## src/verilog/ext_bus_pkg.sv

```systemverilog
// Shared constants, carriers and state codes of the external bus sequencer.
// Assumes one clock domain and configuration bits that are steady during an access.
package ext_bus_pkg;

   // ***************************************************************
   // Widths and field positions
   // ***************************************************************
   localparam int ADDR_W   = 20;
   localparam int DATA_W   = 16;
   localparam int AREAS    = 4;
   localparam int AREA_MSB = 19;
   localparam int AREA_LSB = 18;
   localparam int MUX_LSBS = 8;

   // ***************************************************************
   // Mode and field encodings
   // ***************************************************************
   localparam logic [1:0] MODE_SINGLE_CHIP    = 2'h0;
   localparam logic [1:0] MODE_MEM_EXPANSION  = 2'h1;
   localparam logic [1:0] MODE_MICROPROCESSOR = 2'h3;
   localparam logic [1:0] MUX_NONE            = 2'h0;
   localparam logic [1:0] MUX_AREA2           = 2'h1;
   localparam logic [1:0] MUX_AREA1           = 2'h2;
   localparam logic [1:0] MUX_ALL             = 2'h3;

   // ***************************************************************
   // Bus cycle lengths in bus-clock periods
   // ***************************************************************
   localparam logic [1:0] PERIODS_SEP_NOWAIT = 2'h1;
   localparam logic [1:0] PERIODS_SEP_WAIT   = 2'h2;
   localparam logic [1:0] PERIODS_MUX_NOWAIT = 2'h2;
   localparam logic [1:0] PERIODS_MUX_WAIT   = 2'h3;
   localparam logic [1:0] PERIOD_FIRST       = 2'h1;

   // ***************************************************************
   // Reset values
   // ***************************************************************
   localparam logic [ADDR_W-1:0] RESET_ADDR = 20'h00000;
   localparam logic [DATA_W-1:0] RESET_DATA = 16'h0000;
   localparam logic [AREAS-1:0]  ALL_HIGH4  = 4'hf;

   // Read and write strobes, all active low.
   typedef struct packed {
      logic rd_n;
      logic wr_n;
      logic low_byte_write_n;
      logic high_byte_write_n;
      logic upper_byte_enable_n;
   } strobe_s;

   localparam strobe_s STROBES_IDLE = 5'h1f;

   // Configuration bits written by software elsewhere in the chip.
   typedef struct packed {
      logic [1:0]       mode;
      logic             global_wait_bit;
      logic [AREAS-1:0] per_area_wait_bits;
      logic [1:0]       mux_select;
      logic [AREAS-1:0] select_enable;
      logic             rw_mode;
   } bus_cfg_s;

   typedef enum logic [4:0] {
      ST_IDLE    = 5'h01,
      ST_ACCESS  = 5'h02,
      ST_FLOAT   = 5'h04,
      ST_GRANTED = 5'h08,
      ST_RESTORE = 5'h10
   } bus_state_e;

endpackage

```

## src/verilog/pin_sync.sv

```systemverilog
// Two-flop synchroniser for a group of pin inputs.
// Assumes each bit is an independent level; no bus coherence is promised.
module pin_sync #(
   parameter int               WIDTH     = 1,
   parameter logic [WIDTH-1:0] RESET_VAL = '0
) (
   input  wire logic             clk_in,     // System clock.
   input  wire logic             resetn_in,  // Asynchronous reset, active low.
   input  wire logic [WIDTH-1:0] async_in,   // Raw pin levels.
   output logic      [WIDTH-1:0] sync_out    // Levels safe for logic.
);

   logic [WIDTH-1:0] stage1;

   // ***************************************************************
   // Synchroniser
   // ***************************************************************
   // Reset loads the idle pin levels, so no false request follows reset.
   always_ff @(posedge clk_in or negedge resetn_in) begin
      if (!resetn_in) begin
         stage1   <= RESET_VAL;
         sync_out <= RESET_VAL;
      end else begin
         stage1   <= async_in;
         sync_out <= stage1;
      end
   end

endmodule

```

## src/verilog/ext_bus_wait_ready_hold.sv

```systemverilog
// External bus sequencer: wait insertion, ready stretching and bus release.
// Assumes a bus clock of half the system clock, generated here and driven out.
//
// Behaviour
// - Software wait on a separate-bus area makes the cycle two bus-clock periods.
// - Software wait on a multiplexed-bus area makes the cycle three bus-clock periods.
// - Global wait bit set puts a software wait on every area.
// - Global wait bit clear: wait only for areas whose own wait bit is set.
// - Ready input counts only on cycles that carry a software wait.
// - Ready low at a cycle's last bus-clock fall freezes all bus signals but the bus clock one more period.
// - Freezing goes on while ready is low; resumes at fall sampling it high.
// - Bus release works only in expansion and microprocessor modes.
// - When free after a request, float address, data, strobes and area selects at a bus-clock fall.
// - Drive the grant acknowledge low at the next bus-clock rise.
// - After the request goes high, raise grant at the next bus-clock rise.
// - After grant goes high, restore bus outputs at the next bus-clock fall.
// - Never release mid-cycle; a request waits for the cycle to finish.
// - While released, the latch strobe carries a clock in phase with the bus clock.
// - While released, address, data, strobes and area selects all float.
// - The mux select field picks multiplexed areas; all others use separate bus.
// - An area select output is driven only when software enables it.
module ext_bus_wait_ready_hold
   import ext_bus_pkg::*;
(
   input  wire logic                          clk_in,              // System clock.
   input  wire logic                          resetn_in,           // Async reset, low.
   input  wire ext_bus_pkg::bus_cfg_s         cfg_in,              // Configuration bits.
   input  wire logic                          req_in,              // Access request level.
   input  wire logic                          write_in,            // High for a write.
   input  wire logic [1:0]                    byte_en_in,          // Byte enables, high.
   input  wire logic [ext_bus_pkg::ADDR_W-1:0] addr_in,            // Access address.
   input  wire logic [ext_bus_pkg::DATA_W-1:0] wdata_in,           // Write data.
   output logic                               done_out,            // Access done pulse.
   output logic      [ext_bus_pkg::DATA_W-1:0] rdata_out,          // Read data.
   output logic                               bclk_out,            // Bus clock.
   output logic                               ale_out,             // Address latch strobe.
   output logic      [ext_bus_pkg::ADDR_W-1:0] addr_out,           // Address lines.
   output logic                               addr_oe_n_out,       // Address enable, low.
   output logic      [ext_bus_pkg::DATA_W-1:0] data_out,           // Data lines out.
   output logic                               data_oe_n_out,       // Data enable, low.
   input  wire logic [ext_bus_pkg::DATA_W-1:0] data_in,            // Data lines in.
   output ext_bus_pkg::strobe_s               strobes_out,         // Strobes, low.
   output logic                               strobe_oe_n_out,     // Strobe enable, low.
   output logic      [ext_bus_pkg::AREAS-1:0] area_select_n_out,   // Area selects, low.
   output logic      [ext_bus_pkg::AREAS-1:0] select_oe_n_out,     // Select enables, low.
   input  wire logic                          ready_n_in,          // Ready stretch, low.
   input  wire logic                          hold_n_in,           // Bus request, low.
   output logic                               bus_grant_ack_n_out  // Grant acknowledge, low.
);
   import ext_bus_pkg::*;

   // ***************************************************************
   // Helper functions
   // ***************************************************************
   // The whole-space setting is not allowed in microprocessor mode.
   function automatic logic uses_mux(input logic [1:0] area, input bus_cfg_s c);
      unique case (c.mux_select)
         MUX_NONE:  uses_mux = 1'b0;
         MUX_AREA2: uses_mux = (area == 2'h2);
         MUX_AREA1: uses_mux = (area == 2'h1);
         MUX_ALL:   uses_mux = (c.mode != MODE_MICROPROCESSOR);
      endcase
   endfunction

   function automatic strobe_s strobes_for(input logic wr, input logic [1:0] be,
                                           input logic rw_mode);
      strobe_s s;
      s.rd_n                = wr;
      s.wr_n                = !wr || rw_mode;
      s.upper_byte_enable_n = ~be[1] || (wr && rw_mode);
      s.low_byte_write_n    = !wr || !rw_mode || ~be[0];
      s.high_byte_write_n   = !wr || !rw_mode || ~be[1];
      strobes_for = s;
   endfunction

   // ***************************************************************
   // Pin synchronisers
   // ***************************************************************
   logic              ready_n_s;
   logic              hold_n_s;
   logic [DATA_W-1:0] data_s;

   pin_sync #(.WIDTH(DATA_W + 2), .RESET_VAL({RESET_DATA, 2'h3})) i_pin_sync (
      .clk_in    (clk_in),
      .resetn_in (resetn_in),
      .async_in  ({data_in, ready_n_in, hold_n_in}),
      .sync_out  ({data_s, ready_n_s, hold_n_s})
   );

   // ***************************************************************
   // Sequencer state
   // ***************************************************************
   bus_state_e        state, next_state;
   logic [1:0]        count, next_count, total, next_total, be, next_be, new_area;
   logic              stretch, next_stretch, is_mux, next_is_mux, waited, next_waited;
   logic              wr, next_wr, next_done, next_bclk, next_ale, next_addr_oe_n;
   logic [DATA_W-1:0] wdata, next_wdata, next_data, next_rdata;
   logic              next_data_oe_n, next_strobe_oe_n, next_bus_grant_ack_n_n;
   logic [ADDR_W-1:0] next_addr;
   strobe_s           next_strobes;
   logic [AREAS-1:0]  next_sel_n, next_sel_oe_n;
   logic              ext_mode, hold_req, rise, fall, start, do_wait, do_mux;

   // Next values; a bus-clock rise happens on the edge where bclk is low now.
   always_comb begin
      ext_mode = (cfg_in.mode == MODE_MEM_EXPANSION) ||
                 (cfg_in.mode == MODE_MICROPROCESSOR);
      hold_req = ext_mode && !hold_n_s;
      rise     = !bclk_out;
      fall     = bclk_out;
      new_area = addr_in[AREA_MSB:AREA_LSB];
      do_mux   = uses_mux(new_area, cfg_in);
      do_wait  = cfg_in.global_wait_bit || cfg_in.per_area_wait_bits[new_area];
      start    = 1'b0;
      next_state       = state;
      next_count       = count;
      next_total       = total;
      next_stretch     = stretch;
      next_is_mux      = is_mux;
      next_waited      = waited;
      next_wr          = wr;
      next_be          = be;
      next_wdata       = wdata;
      next_done        = 1'b0;
      next_bclk        = ~bclk_out;
      next_ale         = ale_out;
      next_addr        = addr_out;
      next_addr_oe_n   = addr_oe_n_out;
      next_data        = data_out;
      next_data_oe_n   = data_oe_n_out;
      next_strobes     = strobes_out;
      next_strobe_oe_n = strobe_oe_n_out;
      next_sel_n       = area_select_n_out;
      next_sel_oe_n    = select_oe_n_out;
      next_rdata       = rdata_out;
      next_bus_grant_ack_n_n      = bus_grant_ack_n_out;
      unique case (state)
         ST_IDLE: begin
            // Idle drive follows the mode; the address keeps its last value.
            next_addr_oe_n   = !ext_mode;
            next_strobe_oe_n = !ext_mode;
            next_sel_oe_n    = ext_mode ? ~cfg_in.select_enable : ALL_HIGH4;
            next_data_oe_n   = 1'b1;
            next_ale         = 1'b0;
            if (fall && hold_req) begin
               next_state       = ST_FLOAT;
               next_addr_oe_n   = 1'b1;
               next_data_oe_n   = 1'b1;
               next_strobe_oe_n = 1'b1;
               next_sel_oe_n    = ALL_HIGH4;
               next_ale         = next_bclk;
            end else if (rise && req_in && ext_mode) begin
               start = 1'b1;
            end
         end
         ST_ACCESS: begin
            if (fall) begin
               next_ale = 1'b0;
               // Ready is looked at only on the last period of a waited cycle.
               if (waited && count == total) begin
                  next_stretch = !ready_n_s;
               end
            end else if (stretch) begin
               next_stretch = 1'b0;
            end else if (count == total) begin
               // The cycle ends here; a pending request is served only now.
               next_state   = ST_IDLE;
               next_done    = 1'b1;
               next_rdata   = data_s;
               next_strobes = STROBES_IDLE;
               next_sel_n   = ALL_HIGH4;
               next_data_oe_n = 1'b1;
               if (req_in && !hold_req) begin
                  start = 1'b1;
               end
            end else begin
               next_count = count + 2'h1;
               if (is_mux && count == PERIOD_FIRST) begin
                  // Low lines turn from address to data after the latch strobe.
                  next_data      = wdata;
                  next_data_oe_n = !wr;
                  next_strobes   = strobes_for(wr, be, cfg_in.rw_mode);
               end
            end
         end
         ST_FLOAT: begin
            next_ale = next_bclk;
            if (rise) begin
               next_state  = ST_GRANTED;
               next_bus_grant_ack_n_n = 1'b0;
            end
         end
         ST_GRANTED: begin
            next_ale = next_bclk;
            if (rise && !hold_req) begin
               next_state  = ST_RESTORE;
               next_bus_grant_ack_n_n = 1'b1;
            end
         end
         ST_RESTORE: begin
            next_ale = next_bclk;
            if (fall) begin
               next_state       = ST_IDLE;
               next_ale         = 1'b0;
               next_addr_oe_n   = !ext_mode;
               next_strobe_oe_n = !ext_mode;
               next_sel_oe_n    = ext_mode ? ~cfg_in.select_enable : ALL_HIGH4;
            end
         end
         default: next_state = ST_IDLE;
      endcase
      if (start) begin
         next_state   = ST_ACCESS;
         next_count   = PERIOD_FIRST;
         next_stretch = 1'b0;
         next_is_mux  = do_mux;
         next_waited  = do_wait;
         next_total   = do_mux ? (do_wait ? PERIODS_MUX_WAIT : PERIODS_MUX_NOWAIT)
                               : (do_wait ? PERIODS_SEP_WAIT : PERIODS_SEP_NOWAIT);
         next_wr      = write_in;
         next_be      = byte_en_in;
         next_wdata   = wdata_in;
         next_addr    = addr_in;
         next_sel_n   = ALL_HIGH4;
         next_sel_n[new_area] = 1'b0;
         next_sel_oe_n = ~cfg_in.select_enable;
         next_addr_oe_n   = 1'b0;
         next_strobe_oe_n = 1'b0;
         if (do_mux) begin
            next_ale       = 1'b1;
            next_data      = {wdata_in[DATA_W-1:MUX_LSBS], addr_in[MUX_LSBS-1:0]};
            next_data_oe_n = 1'b0;
            next_strobes   = STROBES_IDLE;
         end else begin
            next_ale       = 1'b0;
            next_data      = wdata_in;
            next_data_oe_n = !write_in;
            next_strobes   = strobes_for(write_in, byte_en_in, cfg_in.rw_mode);
         end
      end
   end

   // Registers only; every output leaves from here.
   always_ff @(posedge clk_in or negedge resetn_in) begin
      if (!resetn_in) begin
         state               <= ST_IDLE;
         count               <= PERIOD_FIRST;
         total               <= PERIODS_SEP_NOWAIT;
         stretch             <= 1'b0;
         is_mux              <= 1'b0;
         waited              <= 1'b0;
         wr                  <= 1'b0;
         be                  <= 2'h0;
         wdata               <= RESET_DATA;
         done_out            <= 1'b0;
         rdata_out           <= RESET_DATA;
         bclk_out            <= 1'b0;
         ale_out             <= 1'b0;
         addr_out            <= RESET_ADDR;
         addr_oe_n_out       <= 1'b1;
         data_out            <= RESET_DATA;
         data_oe_n_out       <= 1'b1;
         strobes_out         <= STROBES_IDLE;
         strobe_oe_n_out     <= 1'b1;
         area_select_n_out   <= ALL_HIGH4;
         select_oe_n_out     <= ALL_HIGH4;
         bus_grant_ack_n_out <= 1'b1;
      end else begin
         state               <= next_state;
         count               <= next_count;
         total               <= next_total;
         stretch             <= next_stretch;
         is_mux              <= next_is_mux;
         waited              <= next_waited;
         wr                  <= next_wr;
         be                  <= next_be;
         wdata               <= next_wdata;
         done_out            <= next_done;
         rdata_out           <= next_rdata;
         bclk_out            <= next_bclk;
         ale_out             <= next_ale;
         addr_out            <= next_addr;
         addr_oe_n_out       <= next_addr_oe_n;
         data_out            <= next_data;
         data_oe_n_out       <= next_data_oe_n;
         strobes_out         <= next_strobes;
         strobe_oe_n_out     <= next_strobe_oe_n;
         area_select_n_out   <= next_sel_n;
         select_oe_n_out     <= next_sel_oe_n;
         bus_grant_ack_n_out <= next_bus_grant_ack_n_n;
      end
   end

endmodule

```

## config.mk

```make
export PLATFORM = sky130hd
export DESIGN_NAME = ext_bus_wait_ready_hold
export DESIGN_NICKNAME = d
export VERILOG_FILES = /design/src/verilog/ext_bus_pkg.sv /design/src/verilog/pin_sync.sv /design/src/verilog/ext_bus_wait_ready_hold.sv
export SDC_FILE = /design/constraint.sdc
export NUM_CORES = 1
export LEC_CHECK = 0
export CELL_PAD_IN_SITES_DETAIL_PLACEMENT = 0
export CELL_PAD_IN_SITES_GLOBAL_PLACEMENT = 2
export CORE_ASPECT_RATIO = 0.5
export CORE_MARGIN = 8
export CORE_UTILIZATION = 36
export CTS_CLUSTER_DIAMETER = 200
export DETAILED_ROUTE_END_ITERATION = 7
export DONT_BUFFER_PORTS = 1
export PLACE_DENSITY = 0.74
export SLEW_MARGIN = 15
export SYNTH_ARGS = -nofsm -noshare
export SYNTH_HDL_FRONTEND = slang
export SYNTH_HIERARCHICAL = 1
export SYNTH_SLANG_ARGS = --single-unit
```

## constraint.sdc

```tcl
create_clock -name clk_in -period 2.3 [get_ports clk_in]
set_input_delay 0.69 -clock clk_in [delete_from_list [all_inputs] [get_ports clk_in]]
set_output_delay 0.69 -clock clk_in [all_outputs]
set_load 0.05 [all_outputs]
```

# After elaboration in Yosys (flattened, before gate mapping)
# Cells that the tools add are included.
[word_totals]
reg_bits = 138
inputBits = 74
output_inout_bits = 72
wordCells = 201
[op_classes]
add_sub_neg = 1
magnitude_cmp = 2
n_eq_ne = 30
muxes = 81
n_bitwise = 8
reduce_logical = 52
[op_table]
columns = ["operator", "count"]
rows = [
  ["$mux W16", 6],
  ["$mux W5", 15],
  ["$mux W4", 9],
  ["$mux W1", 33],
  ["$pmux W5 S5", 1],
  ["$ne A3 B3 Y1 const B", 8],
  ["$reduce_and A4 Y1", 5],
  ["$mux W2", 7],
  ["$logic_or A1 B1 Y1", 12],
  ["$logic_and A1 B1 Y1", 11],
  ["$reduce_bool A3 Y1", 3],
  ["$eq A2 B1 Y1 const B", 4],
  ["$eq A2 B2 Y1 const B", 4],
  ["$logic_not A1 Y1", 8],
  ["$mux W8", 1],
  ["$ne A2 B2 Y1 const B", 4],
  ["$not A4 Y4", 2],
  ["$pmux W1 S2", 4],
  ["$pmux W1 S4", 2],
  ["$pmux W4 S2", 1],
  ["$reduce_bool A2 Y1", 4],
  ["$reduce_and A7 Y1", 1],
  ["$not A1 Y1", 6],
  ["$reduce_and A2 Y1", 3],
  ["19 further kinds", 20],
]

# Depth between registers and ports, before layout
[logic_depth]
ltp_word = 12
depth_mapped = 8
mapped_depth_nobuf = 7

# By module
# The synthesis kept the hierarchy.
[by_module_without_submodules]
columns = ["module", "instances", "cells_each", "area_per_inst_um2", "seq_area_each_um2"]
rows = [
  ["ext_bus_wait_ready_hold", 1, 432, 4635.7, 2576.2],
  ["pin_sync", 1, 36, 905.9, 905.9],
]

# Worst setup path after synthesis
# OpenSTA, ideal clock, no wires.
[synth_timing]
kind = "input-to-reg"
startpoint = "input cfg_in[5] in the netlist's numbering"
endpoint = "register data_out[1] in the netlist's numbering"
setup_time_ns = 0.130
arrival_time_ns = 2.237
required_time_ns = 2.170
slack_ns = -0.067
stages = 8
path_buffers = 1
path_cell_list = "inv_1 ha_1 nand4bb_1 a31oi_1 clkbuf_1 mux2_2 a32oi_1 o21ai_0"
[synth_via]
elab_chain_len = 4
word_cells_on_any_way = 7
cone_classes = "eq/ne: 3; mux: 3; reduce/logical: 1"
[synth_lines]
columns = ["element", "line", "rtl"]
rows = [
  ["start, declared", "ext_bus_wait_ready_hold.sv:27", "input wire ext_bus_pkg::bus_cfg_s cfg_in,"],
  ["$eq A2 B2 Y1 (tied with other cells)", "ext_bus_wait_ready_hold.sv:57", "unique case (c.mux_select)"],
  ["$pmux W1 S4 (*)", "ext_bus_wait_ready_hold.sv:57", ""],
  ["$mux W8 (*)", "ext_bus_wait_ready_hold.sv:229", "if (do_mux) begin"],
  ["$mux W16 (*)", "ext_bus_wait_ready_hold.sv:212", "if (start) begin"],
  ["end signal, assigned", "ext_bus_wait_ready_hold.sv:284", "data_out <= next_data;"],
  ["end, declared", "ext_bus_wait_ready_hold.sv:39", "output logic [ext_bus_pkg::DATA_W-1:0] data_out,"],
]
# Mark *: on every way between the ends. The rest lies on a longest branch, timed or not.
# A chain may end at the register's enable or synchronous reset.

# Worst setup path after layout
[layout_timing]
startpoint = "register state[2]"
endpoint = "register data_out[8] in the netlist's numbering"
[layout_via]
word_cells_on_any_way = 10
cone_classes = "eq/ne: 5; mux: 2; reduce/logical: 3"
[layout_lines]
columns = ["element", "line", "rtl"]
rows = [
  ["start, declared", "ext_bus_wait_ready_hold.sv:93", "bus_state_e state, next_state;"],
  ["start signal, assigned", "ext_bus_wait_ready_hold.sv:269", "state <= next_state;"],
  ["$eq A5 B2 Y1 / $eq A5 B1 Y1 (equally long branches)", "ext_bus_wait_ready_hold.sv:137", "unique case (state)"],
  ["$pmux W1 S2 (*)", "ext_bus_wait_ready_hold.sv:137", ""],
  ["$mux W16 (*)", "ext_bus_wait_ready_hold.sv:212", ""],
  ["named net next_data[8]", "ext_bus_wait_ready_hold.sv:97", "logic [DATA_W-1:0] wdata, next_wdata, next_data, next_rdata;"],
]
# Mark *: on every way through the listed nets, which the timed path passes. The rest lies on a longest branch.

==> flow_metrics.env <==
export IMPL_outcome="finished, violations left"
export IMPL_violations="negative hold slack"
export IMPL_final_hold_worst_slack_ps=-33.7
export IMPL_clock_insertion_delay_worst_skew_ps=420
export IMPL_fillCellCount=1453
export IMPL_max_freq_mhz=462
export IMPL_routed_via_count=3498
export IMPL_design_final_nets=572
export IMPL_netSwitchingFraction=0.427
export IMPL_synth_simple_gate_area_share=0.130
export IMPL_power_w=0.00970
export IMPL_max_cap_viol_count=0
export IMPL_die_outline_area_um2=19900
export IMPL_top_post_synthesis_cells_by_count="sky130_fd_sc_hd__dfrtp_1, sky130_fd_sc_hd__nand2_1, sky130_fd_sc_hd__mux2_2"
export IMPL_power_density_nw_per_um2=1490
export IMPL_cts_reportedPaths_clkPinSlew_ps=60
export IMPL_grt_overflow=0
export IMPL_routed_wire_length_per_instance_um=19.2
export IMPL_area_overhead_of_the_layout_relative_to_synthesis_pct=17.8
export IMPL_setup_total_negative_slack_ps=0
export IMPL_synth_mux_area_fraction=0.0946
export IMPL_synthesis_area_um2=5540
export IMPL_hpwlAfterDp_mm=9.30
export IMPL_tritoncts_num_buffers=17
export IMPL_tritoncts_clock_tree="done"
export IMPL_post_synth_top_area_cell="sky130_fd_sc_hd__dfrtp_1"
export IMPL_reg2reg_slack_ps=130
export IMPL_cell_internal_pwr_w=0.00556
export IMPL_p_leak_nw=3.02
export IMPL_cts_sinks=138
export IMPL_period_utilization=0.942
export IMPL_post_route_util=0.429
export IMPL_worst_slew_pin_slew_ps=796
export IMPL_route_detailed_drc=0
export IMPL_coreArea_um2=15200
export IMPL_die_height_um=104
export IMPL_io_pins=146
export IMPL_slew_violations=0
export IMPL_drt_first_iter_violations=140
export IMPL_track_usage=0.140
export IMPL_timing_rr_end="data_out[8]"
export IMPL_synth_edff_count=0
export IMPL_final_setup_skew_ps=14.3
export IMPL_postSynthNetCount=547
export IMPL_post_synth_num_cell_types=52
export IMPL_place_gp_congestion=0.737
export IMPL_critical_path_slowest_cell="sky130_fd_sc_hd__or3_4"
export IMPL_diodes=0
export IMPL_finalHoldViolations=27
export IMPL_route_antenna_remaining_nets=0
export IMPL_postSynth_asyncResetShare=1.00
export IMPL_total_switching_power_w=0.00414
export IMPL_synth_xor_area_frac=0.00474
export IMPL_numPortBuffers=0
export IMPL_power_sequential_fraction=0.590
export IMPL_pin_count_of_the_biggest_net_entering_global_routing=139
export IMPL_synth_compound_area_frac=0.100
export IMPL_power_clock_fraction=0.282
export IMPL_layout_drive_gt1_share=0.265
export IMPL_numPlacedInstances=678
export IMPL_syn_inst=468
export IMPL_post_synth_top_area_fraction=0.519
export IMPL_timing_rr_start="state[2]"
export IMPL_ctsHtreeMaxLevel=4
export IMPL_critical_path_sink="data_out[8]"
export IMPL_yosys_top_cells_area="sky130_fd_sc_hd__dfrtp_1, sky130_fd_sc_hd__dfstp_2, sky130_fd_sc_hd__nand2_1"
export IMPL_startpoint="state[2]"
export IMPL_final_area_um2=6530
export IMPL_count_leader_synth="sky130_fd_sc_hd__dfrtp_1"
export IMPL_largest_family_of_logic_cells_by_synthesized_area="simple AND/OR/NAND/NOR gates"
export IMPL_setup_violations_final=0
export IMPL_drt_pass1_iter_count=4
export IMPL_maximum_fanout_count_along_the_critical_path=12
export IMPL_finalWirelength_mm=13.6
export IMPL_ys_ff_latch=138
export IMPL_synth_warnings=6
export IMPL_arr_time_crit_path_ps=2470
export IMPL_irDropWorstVdd_mv=0.806
export IMPL_kind_of_end_point_of_the_critical_path="flop"
export IMPL_critical_path_max_stage_delay_ps=420
export IMPL_crit_type="reg -> reg"
export IMPL_grt_pass1_wl_mm=21.7
export IMPL_floorplan_rows=32
export IMPL_rsz0062_at_grt="false"
export IMPL_final_min_clock_period_ps=2170
export IMPL_synthAdderAreaFrac=0.0113
export IMPL_grt_antenna_before_repair=0
export IMPL_p_comb_frac=0.129
export IMPL_path_type_of_the_worst_min_delay_path="in -> async"
export IMPL_ys_dominant_reg_cell="sky130_fd_sc_hd__dfrtp_1"
export IMPL_synth_seq_area_share=0.628
export IMPL_worst_r2r_path_depth=6
export IMPL_clock_tree_root_cell="sky130_fd_sc_hd__clkbuf_16"
export IMPL_floorplan_die_width_um=191
export IMPL_startpoint_type="flop"
export IMPL_worstPathRequired_ps=2600
export IMPL_detail_route_vias_per_cell=4.93
export IMPL_syn_area_per_cell_um2=11.8
export IMPL_initial_core_util=0.364
export IMPL_slew_headroom=0.467
export IMPL_maximum_buffer_depth_of_the_clock_tree=2
export IMPL_post_placement_cell_area_um2=5930
export IMPL_crit_chain="or3_4 > nor3b_2 > buf_4 > a41oi_4 > mux2_2 > mux2_4"
export IMPL_first_global_vias=3634
export IMPL_finish_cell_count_without_fillers=710
[worst min-delay path by stage]
stage	cells past startpoint	endpoint	slack, ps	start
after global routing	0	data_out[6]	-60	resetn_in
final	0	data_out[3]	-30	resetn_in
after global placement	0	i_pin_sync/sync_out[10]	330	i_pin_sync/stage1[10]
after detailed placement	0	i_pin_sync/sync_out[10]	330	i_pin_sync/stage1[10]
after floorplan	0	i_pin_sync/sync_out[10]	330	i_pin_sync/stage1[10]
after CTS	0	wdata[3]	-50	resetn_in
[metal layers]
layer  routed length (µm)  track usage  up-vias
met3                  962       0.0566        4
met5                    0            0        -
li1                     -            -     1670
met2                 6310        0.212       83
met4                   84       0.0393        0
met1                 6250        0.181     1741
[sequential cells by signal, indices dropped and copies added (netlist names), 2 cells and up]
| signal | flops |
|---|---|
| addr_out | 20 |
| i_pin_sync/stage1 | 18 |
| i_pin_sync/sync_out | 18 |
| data_out | 16 |
| rdata_out | 16 |
| wdata | 16 |
| state | 5 |
| strobes_out | 5 |
| area_select_n_out | 4 |
| select_oe_n_out | 4 |
| be | 2 |
| count | 2 |
| total | 2 |
[power groups by stage]
stage	registers (W)	clock network, W	logic [W]
CTS	0.00576	0.00283	0.00125
finish	0.00572	0.00273	0.00125
global placement	0.00580	0	0.00121
detailed placement	0.00580	0	0.00125
global route	0.00584	0.00294	0.00143
floorplan	0.00554	0	0.00107
[critical path: cells and delay by family (launching register included)]
family	cells	cell delay, ps
AO/OA/AOI/OAI	1	270
AND/OR/NAND/NOR	2	600
flip-flops	1	380
buffers and inverters	1	170
multiplexers	2	640
[placed cells by master (no fill, tap or decap), types with 3 or more instances in the layout]
cell type	netlist	routed
sky130_fd_sc_hd__mux2_2	33	33
sky130_fd_sc_hd__and3_1	4	4
sky130_fd_sc_hd__nor3_1	6	6
sky130_fd_sc_hd__clkinvlp_4	0	5
sky130_fd_sc_hd__a21oi_1	15	15
sky130_fd_sc_hd__mux2_4	8	8
sky130_fd_sc_hd__buf_4	2	23
sky130_fd_sc_hd__ha_1	5	5
sky130_fd_sc_hd__inv_1	15	15
sky130_fd_sc_hd__nand2_1	106	106
sky130_fd_sc_hd__nand3_1	8	8
sky130_fd_sc_hd__a22o_1	3	3
sky130_fd_sc_hd__a31oi_1	10	9
sky130_fd_sc_hd__o21ai_0	19	19
sky130_fd_sc_hd__o21a_1	3	3
sky130_fd_sc_hd__clkbuf_16	0	17
sky130_fd_sc_hd__dfrtp_1	115	115
sky130_fd_sc_hd__xor2_1	3	3
sky130_fd_sc_hd__a32oi_1	8	8
sky130_fd_sc_hd__dfstp_2	23	23
sky130_fd_sc_hd__nor2_1	19	19
sky130_fd_sc_hd__inv_6	0	6
sky130_fd_sc_hd__nor2b_1	4	4
sky130_fd_sc_hd__buf_12	0	3
[layout make-up]
type	instances	area, µm²	area share
well taps	204	255	0.0391
flip-flops and latches	138	3480	0.533
inverters	16	60.1	0.00920
clock buffers	18	429	0.0657
repair buffers	27	244	0.0374
multi-input cells	293	1900	0.291
clock inverters	14	161	0.0247
[cells by family after synthesis]
group                    Yosys count
flip-flops                       138
multiplexers                      43
adder cells (fa/ha/maj)            5
XOR/XNOR                           3
AO/OA/AOI/OAI                     80
AND/OR/NAND/NOR                  162
buffers and inverters             37
[stage by stage]
| step | hold slack, ps | setup slack (ps) |
|---|---|---|
| 6_report | -33.7 | 133 |
| 5_1_grt | -55.2 | 7.42 |
| 4_1_cts | -46.7 | 72.5 |
| 3_5_place_dp | 335 | -26.1 |
| 3_3_place_gp | 333 | 20.4 |
| 2_1_floorplan | 331 | 33.2 |
[repair_timing]
item,4_1_cts,5_1_grt
setup buffers,0,0
resized for setup,0,1
hold endpoints to repair,115,115
setup endpoints to repair,0,3
No activity file was read; power rests on OpenSTA's default activity.
